$ cat src/design/trc_pkg.sv
// Constants for the result and calibration register bank of one converter channel.
// Assumes a single 50 MHz clock and a serial register port decoded outside this file.
package trc_pkg;
  localparam int          REG_W           = 24;
  localparam int          VAL_W           = 23;
  localparam int          PAR_BIT         = 23;
  localparam logic [7:0]  STOP6_OFS       = 8'h1A;
  localparam logic [7:0]  CAL1_OFS        = 8'h1B;
  localparam logic [7:0]  CAL2_OFS        = 8'h1C;
  localparam logic [23:0] RESULT_RST      = 24'h000000;
  localparam int          MIN_INTERVAL_NS = 12;
  localparam int          CLK_PERIOD_NS   = 20;
  // Least time rounds up, never below one cycle.
  localparam int          MIN_INTERVAL_CYC = (MIN_INTERVAL_NS + CLK_PERIOD_NS - 1) / CLK_PERIOD_NS;
  localparam int          MAX_AVG         = 128;
  localparam int          AVG_SH_W        = 3;
endpackage : trc_pkg

$ cat src/design/trc_result_regs.sv
// Result bank: accumulates averaged results and serves reads on the register port.
// Assumes the measurement core delivers results as one-cycle strobes on ref_clk_in.
`timescale 1ns/10ps
`default_nettype none
module trc_result_regs (
  // Clock and reset.
  input  wire logic                         ref_clk_in,
  input  wire logic                         sys_rst_in,
  // Measurement core results.
  input  wire logic                         result_vld_in,
  input  wire logic [trc_pkg::VAL_W-1:0]    stop6_interval_value_in,
  input  wire logic [trc_pkg::VAL_W-1:0]    cal_value_first_in,
  input  wire logic [trc_pkg::VAL_W-1:0]    cal_value_second_in,
  input  wire logic [trc_pkg::AVG_SH_W-1:0] avg_log2_in,
  // Register port.
  input  wire logic                         channel_chip_select_in,
  input  wire logic                         rd_en_in,
  input  wire logic                         wr_en_in,
  input  wire logic [7:0]                   addr_in,
  output logic      [trc_pkg::REG_W-1:0]    rd_data_out,
  output logic                              rd_valid_out
);
  import trc_pkg::*;

  localparam int ACC_W = VAL_W + 7;

  logic [ACC_W-1:0] acc_r   [3];
  logic [ACC_W-1:0] acc_nxt [3];
  logic [REG_W-1:0] res_r   [3];
  logic [REG_W-1:0] res_nxt [3];
  logic [7:0]       cnt_r, cnt_nxt;
  logic [7:0]       target;
  logic [VAL_W-1:0] sample  [3];
  logic [REG_W-1:0] rd_nxt;
  logic             rv_nxt;
  logic [REG_W-1:0] rd_r;
  logic             rv_r;
  // Write strobe is taken in only so the port is read; the bank has nothing writable.
  logic             rv_unused;

  assign sample[0] = stop6_interval_value_in;
  assign sample[1] = cal_value_first_in;
  assign sample[2] = cal_value_second_in;
  // Up to 128 samples; the 3-bit avg_log2_in cannot ask for more than 2^7.
  assign target = 8'h01 << avg_log2_in;

  // Sample counter for the averaging cycle.
  always_comb begin
    cnt_nxt = cnt_r;
    if (result_vld_in) begin
      cnt_nxt = (cnt_r + 8'h01 >= target) ? 8'h00 : cnt_r + 8'h01;
    end
  end

  // Accumulators and results; one generate copy per register. Write strobes never touch them.
  for (genvar i = 0; i < 3; i++) begin : g_res
    logic [ACC_W-1:0] sum;
    logic [VAL_W-1:0] avg;
    assign sum = acc_r[i] + ACC_W'(sample[i]);
    assign avg = VAL_W'(sum >> avg_log2_in);
    always_comb begin
      acc_nxt[i] = acc_r[i];
      res_nxt[i] = res_r[i];
      if (result_vld_in) begin
        if (cnt_r + 8'h01 >= target) begin
          acc_nxt[i] = '0;
          res_nxt[i] = {^avg, avg};
        end else begin
          acc_nxt[i] = sum;
        end
      end
    end
  end

  // Read decode; only the selected channel answers, unmapped offsets read zero.
  always_comb begin
    rd_nxt = '0;
    rv_nxt = channel_chip_select_in && rd_en_in;
    if (rv_nxt) begin
      case (addr_in)
        STOP6_OFS: rd_nxt = res_r[0];
        CAL1_OFS:  rd_nxt = res_r[1];
        CAL2_OFS:  rd_nxt = res_r[2];
        default:   rd_nxt = '0;
      endcase
    end
  end

  // All state registers; reset clears every result.
  always_ff @(posedge ref_clk_in or posedge sys_rst_in) begin
    if (sys_rst_in) begin
      cnt_r <= 8'h00;
      rd_r  <= RESULT_RST;
      rv_r  <= 1'b0;
      for (int k = 0; k < 3; k++) begin
        acc_r[k] <= '0;
        res_r[k] <= RESULT_RST;
      end
    end else begin
      cnt_r <= cnt_nxt;
      rd_r  <= rd_nxt;
      rv_r  <= rv_nxt;
      for (int k = 0; k < 3; k++) begin
        acc_r[k] <= acc_nxt[k];
        res_r[k] <= res_nxt[k];
      end
    end
  end

  assign rd_data_out  = rd_r;
  assign rv_unused    = wr_en_in;
  assign rd_valid_out = rv_r;

  // Checks.
  a_par_stop6: assert property (@(posedge ref_clk_in) disable iff (sys_rst_in)
    ^res_r[0] == 1'b0) else $error("stop6 parity wrong");
  a_par_cal1: assert property (@(posedge ref_clk_in) disable iff (sys_rst_in)
    ^res_r[1] == 1'b0) else $error("cal1 parity wrong");
  a_par_cal2: assert property (@(posedge ref_clk_in) disable iff (sys_rst_in)
    ^res_r[2] == 1'b0) else $error("cal2 parity wrong");
  a_write_no_effect: assert property (@(posedge ref_clk_in) disable iff (sys_rst_in)
    (wr_en_in && !result_vld_in) |=> $stable(res_r[0]) && $stable(res_r[1]) && $stable(res_r[2]))
    else $error("write changed result");
  a_read_cal2: assert property (@(posedge ref_clk_in) disable iff (sys_rst_in)
    (channel_chip_select_in && rd_en_in && addr_in == CAL2_OFS && !result_vld_in)
    |=> rd_valid_out && rd_data_out == res_r[2]) else $error("cal2 read wrong");
  a_read_stop6: assert property (@(posedge ref_clk_in) disable iff (sys_rst_in)
    (channel_chip_select_in && rd_en_in && addr_in == STOP6_OFS && !result_vld_in)
    |=> rd_valid_out && rd_data_out == res_r[0]) else $error("stop6 read wrong");
  a_read_unsel: assert property (@(posedge ref_clk_in) disable iff (sys_rst_in)
    !channel_chip_select_in |=> !rd_valid_out && rd_data_out == 24'h000000) else $error("unselected answer");
  a_min_interval: assert property (@(posedge ref_clk_in) disable iff (sys_rst_in)
    MIN_INTERVAL_CYC >= 1) else $error("interval count zero");
  a_avg_count: assert property (@(posedge ref_clk_in) disable iff (sys_rst_in)
    cnt_r < 8'(MAX_AVG)) else $error("average count overrun");
  c_read_cal1: cover property (@(posedge ref_clk_in) rd_en_in && channel_chip_select_in && addr_in == CAL1_OFS);
  c_avg_done: cover property (@(posedge ref_clk_in) result_vld_in && cnt_r == 8'h7F);
  c_write_try: cover property (@(posedge ref_clk_in) wr_en_in && channel_chip_select_in);
  c_read_unsel: cover property (@(posedge ref_clk_in) rd_en_in && !channel_chip_select_in);
endmodule : trc_result_regs
`default_nettype wire

$ cat config.mk
export PLATFORM = sky130hd
export DESIGN_NAME = trc_result_regs
export DESIGN_NICKNAME = d
export VERILOG_FILES = /design/src/design/trc_pkg.sv /design/src/design/trc_result_regs.sv
export SDC_FILE = /design/constraint.sdc
export NUM_CORES = 1
export LEC_CHECK = 0
export BUFFER_PORTS_ARGS = -buffer_cell sky130_fd_sc_hd__buf_4
export CAP_MARGIN = 25
export CORE_AREA = 2 2 196 198
export DETAILED_ROUTE_END_ITERATION = 10
export DIE_AREA = 0 0 198 200
export PLACE_DENSITY_LB_ADDON = 0.25
export SYNTH_ARGS = -nofsm -noshare
export SYNTH_HDL_FRONTEND = slang
export SYNTH_SLANG_ARGS = --single-unit
$ cat constraint.sdc
create_clock -name ref_clk_in -period 5 [get_ports ref_clk_in]
set_input_delay 0 -clock ref_clk_in [delete_from_list [all_inputs] [get_ports ref_clk_in]]
set_output_delay 0 -clock ref_clk_in [all_outputs]
set_load 0.01 [all_outputs]
==> results_tabular.tex <==
\begin{tabular}{lr}
\hline
Metric & Value \\
\hline
\multicolumn{2}{l}{\textbf{Pwr}} \\
\quad Power Internal & 7.27 mW \\
\quad Part of the total power dissipated in combinational logic & 70.7\% \\
\quad Power spent charging and discharging nets & 6.23 mW \\
\quad Switching part of the total & a little under half \\
\quad VDD IR-drop max & approximately 0.5 mV \\
\quad PnR Total Power & approximately 13 mW \\
\quad Cell leakage power & 8.24 nW \\
\quad Sequential share of power & a little under a fifth \\
\quad Power density over cell area & 727 nW/um\^{}2 \\
\quad Part of the total power dissipated in the clock network & 10.7\% \\
\multicolumn{2}{l}{\textbf{STA}} \\
\quad Minimum clock period after layout & 4.66 ns \\
\quad Worst hold margin & around 0.022 ns \\
\quad Setup repair after global routing missed its margin & false \\
\quad Final setup skew & 0.0172 ns \\
\quad Final hold violation count & 0 \\
\quad Total negative slack for setup checks & 0 ns \\
\quad Worst max-slew margin expressed relative to the limit & 38.1\% \\
\quad Finish-stage setup viols & 0 \\
\quad Transition time at the pin with the least slew margin & between 0.9 and 1 ns \\
\quad Maximum clock frequency & approximately 210 MHz \\
\quad Count of pins over their slew limit & 0 \\
\quad Final worst path period share & between 90\% and 100\% \\
\multicolumn{2}{l}{\textbf{Placed design}} \\
\quad Global placement routability congestion & between 0.9 and 1 \\
\quad Hpwl dp & 37.3 mm \\
\quad PortBufs & $\sim$110 \\
\multicolumn{2}{l}{\textbf{Finish}} \\
\quad Register area & 4880 sq um \\
\quad Ratio of cells with drive above 1 in the final layout & 16.1\% \\
\quad Share of the core filled with cells in the final layout & 49.6\% \\
\quad Area of the multi-input gates & 11100 sq um \\
\quad Diodes inserted & 0 \\
\quad Net total in the final layout & 2131 \\
\quad Count of fill cells added during filler insertion & 3590 \\
\quad Area growth syn-to-layout & 11.8\% \\
\multicolumn{2}{l}{\textbf{Clock network}} \\
\quad Clock net sink count & 195 \\
\quad Maximum level of the CTS H-tree & 4 \\
\quad Maximum count of clock buffers along a single path & 2 \\
\quad Later-pin clock latency in the skew report & 0.46 ns \\
\quad CTS clock-pin slew for the worst setup and hold paths & roughly 0.090 ns \\
\quad TritonCTS clock tree & done \\
\quad Buffer count from post-CTS setup fixing & 0 \\
\quad Clock buffer count from CTS & 17 \\
\quad Library cell used as clock root buffer & sky130\_fd\_sc\_hd\_\_clkbuf\_16 \\
\multicolumn{2}{l}{\textbf{Route}} \\
\quad Via count & 14.9k \\
\quad Post-DR wirelength/cell & 20.1 um \\
\quad ANT nets after route & 0 \\
\quad Vias per cell & 6.00 \\
\quad Detailed-route DRC error count & 0 \\
\quad Wirelength, routed & 50.0 mm \\
\quad Number of DRC markers in iteration 0 & 1300 \\
\quad Total iterations of the first detailed-routing run & 5 \\
\multicolumn{2}{l}{\textbf{Yosys}} \\
\quad Synth cell count leaders & 297 x sky130\_fd\_sc\_hd\_\_nand2\_1, 195 x sky130\_fd\_sc\_hd\_\_dfrtp\_1, 139 x sky130\_fd\_sc\_hd\_\_nor2\_1, 129 x sky130\_fd\_sc\_hd\_\_o21ai\_0, 108 x sky130\_fd\_sc\_hd\_\_a21oi\_1 \\
\quad Library cell occupying the most area in the post-synthesis netlist & sky130\_fd\_sc\_hd\_\_dfrtp\_1 \\
\quad Net count after synthesis & 2085 \\
\quad Mapped Area & 16600 sq um \\
\quad Number of enable-type register cells in the synthesized netlist & 0 \\
\quad Count of warnings emitted by yosys & 0 \\
\quad Post-synthesis cell type count & 100 \\
\quad Average footprint of a synthesized cell & 8.65 sq um \\
\quad Share of Yosys cell area claimed by the top area cell type & about 30\% \\
\quad Post-Synthesis Cells & 1918 \\
\quad Post-synthesis async set-or-reset flop share & 100\% \\
\quad Leading cell type by number of instances after synthesis & sky130\_fd\_sc\_hd\_\_nand2\_1 \\
\quad Sequential area share after synthesis & 29.4\% \\
\quad Most area-consuming cells after synthesis & sky130\_fd\_sc\_hd\_\_dfrtp\_1 29\%, sky130\_fd\_sc\_hd\_\_nand2\_1 6.7\%, sky130\_fd\_sc\_hd\_\_ha\_1 5.9\%, sky130\_fd\_sc\_hd\_\_mux2\_2 4.2\%, sky130\_fd\_sc\_hd\_\_o21ai\_0 3.9\% \\
\quad Synth Flop Type & sky130\_fd\_sc\_hd\_\_dfrtp\_1 \\
\quad \#FFs+latches synth & 195 \\
\multicolumn{2}{l}{\textbf{Worst setup path}} \\
\quad Required time of the worst setup path & around 5.4 ns \\
\quad Worst Path Class, Setup & flop to flop \\
\quad Crit path launch type & flop \\
\quad CP max FO & 5 \\
\quad Element type at the critical path end & flop \\
\quad Number of cells on the worst reg-to-reg path & 16 \\
\quad Arrival time worst endpoint & 5.05 ns \\
\multicolumn{2}{l}{\textbf{Min path}} \\
\quad Worst Hold Depth & 4 \\
\quad Type of the most critical hold path & input port to flop \\
\multicolumn{2}{l}{\textbf{Run}} \\
\quad Number of max-cap violations & 0 \\
\multicolumn{2}{l}{\textbf{Run status}} \\
\quad Result of the run & finished clean \\
\multicolumn{2}{l}{\textbf{Global route}} \\
\quad Total global routing track utilization & about a quarter \\
\quad Via count of the first global-routing pass & 14.6k \\
\quad Largest net degree at the start of global routing & 80 \\
\quad Leftover overflow at the end of global routing & 0 \\
\quad First-pass GRT wire length & 80.3 mm \\
\quad Initial antenna violation count & 0 \\
\multicolumn{2}{l}{\textbf{Floorplan}} \\
\quad Area of the core & between 30000 and 40000 sq um \\
\quad Standard-cell row count & 71 \\
\quad Starting density of the core & 44.4\% \\
\quad Width of the die & 198 um \\
\quad Die outline height & $\sim$200 um \\
\quad Number of top-level design ports & 111 \\
\quad Die footprint & 39600 sq um \\
\hline
\end{tabular}
## worst max-delay path, cell delays in order (launching register included)
cell	delay, ns
sky130_fd_sc_hd__dfrtp_1	0.36
sky130_fd_sc_hd__ha_1	0.18
sky130_fd_sc_hd__inv_1	0.06
sky130_fd_sc_hd__fa_1	0.41
sky130_fd_sc_hd__nor2b_1	0.22
sky130_fd_sc_hd__o211ai_1	0.19
sky130_fd_sc_hd__nand2_1	0.19
sky130_fd_sc_hd__xor2_2	0.25
sky130_fd_sc_hd__mux2i_1	0.13
sky130_fd_sc_hd__mux2_2	0.31
sky130_fd_sc_hd__o22ai_1	0.34
sky130_fd_sc_hd__xnor3_1	0.49
sky130_fd_sc_hd__xor2_1	0.20
sky130_fd_sc_hd__xnor3_1	0.37
sky130_fd_sc_hd__xnor3_1	0.39
sky130_fd_sc_hd__xnor3_1	0.38
sky130_fd_sc_hd__o21ai_1	0.12
## cells in the final DEF, fill, tap and decap left out, types with 61 or more instances in the layout
cell type,n
sky130_fd_sc_hd__o21ai_0,129
sky130_fd_sc_hd__dfrtp_1,195
sky130_fd_sc_hd__nor2_1,139
sky130_fd_sc_hd__mux2i_1,61
sky130_fd_sc_hd__buf_4,151
sky130_fd_sc_hd__xnor2_1,66
sky130_fd_sc_hd__a21oi_1,108
sky130_fd_sc_hd__nand2_1,296
sky130_fd_sc_hd__ha_1,78
sky130_fd_sc_hd__o2bb2ai_1,63
sky130_fd_sc_hd__mux2_2,62
## state kept, by name, indices dropped and copies added, names as in the netlist
name          flops
acc_r            90
res_r            72
rd_data_out      24
cnt_r             8
rd_valid_out      1
## power by group through the flow
stage / Clock, mW / Sequential (mW) / Combinational (mW)
after floorplan: 0 / 2.40 / 7.27
after global placement: 0 / 2.51 / 9.21
after detailed placement: 0 / 2.53 / 9.39
after CTS: 1.47 / 2.50 / 9.46
after global routing: 1.54 / 2.57 / 10.4
final: 1.44 / 2.51 / 9.55
## routing by layer
metal / vias to the layer above / wire length (um) / GRT usage [%]
li1: 7135 / - / -
met1: 7226 / 23500 / 36.7
met2: 506 / 22800 / 41.3
met3: 70 / 2800 / 3.34
met4: 0 / 967 / 6.99
met5: - / 0 / 0
## timing repair
| item | CTS | global route |
|---|---|---|
| hold buffers | 4 | 0 |
| resized for setup | 0 | 1 |
| setup endpoints to repair | 0 | 1 |
| hold endpoints to repair | 26 | 0 |
## logic make-up (layout without fill, tap and decap cells)
logic type,Yosys count,count (layout),synth area share (%)
adder cells (fa/ha/maj),81,81,6.24
AO/OA/AOI/OAI,609,609,25.5
flip-flops,195,195,29.4
XOR/XNOR,130,130,8.54
buffers and inverters,169,228,4.06
multiplexers,143,143,10.6
AND/OR/NAND/NOR,591,591,15.6
## worst paths after layout
path | slack [ns] | to | from
worst max-delay path | 0.34 | res_r[23] | acc_r[0]
worst min-delay path | 0.02 | acc_r[0] | cal_value_second_in[0]
worst max register to register | 0.34 | res_r[23] | acc_r[0]
worst min register to register | 0.48 | res_r[60] | res_r[60]
max in group asynchronous | 3.65 | acc_r[76] | sys_rst_in
min in group asynchronous | 0.11 | acc_r[37] | sys_rst_in
## through the flow
stage          instance area, sq um  worst slack, ns  cells
2_1_floorplan                 16600            0.484   1918
3_3_place_gp                  17900            0.480   2452
3_5_place_dp                  17900            0.380   2452
4_1_cts                       18500            0.310   2488
5_1_grt                       18600           0.0983   2488
6_report                      18600            0.342   2488
## layout make-up
| class | count | area share (%) |
|---|---|---|
| flip-flops and latches | 195 | 26.3 |
| inverters | 39 | 0.809 |
| clock buffers | 18 | 2.31 |
| well taps | 511 | 3.45 |
| clock inverters | 14 | 0.958 |
| repair buffers | 157 | 6.54 |
| multi-input cells | 1554 | 59.6 |
Power figures use the tool's default switching activity.
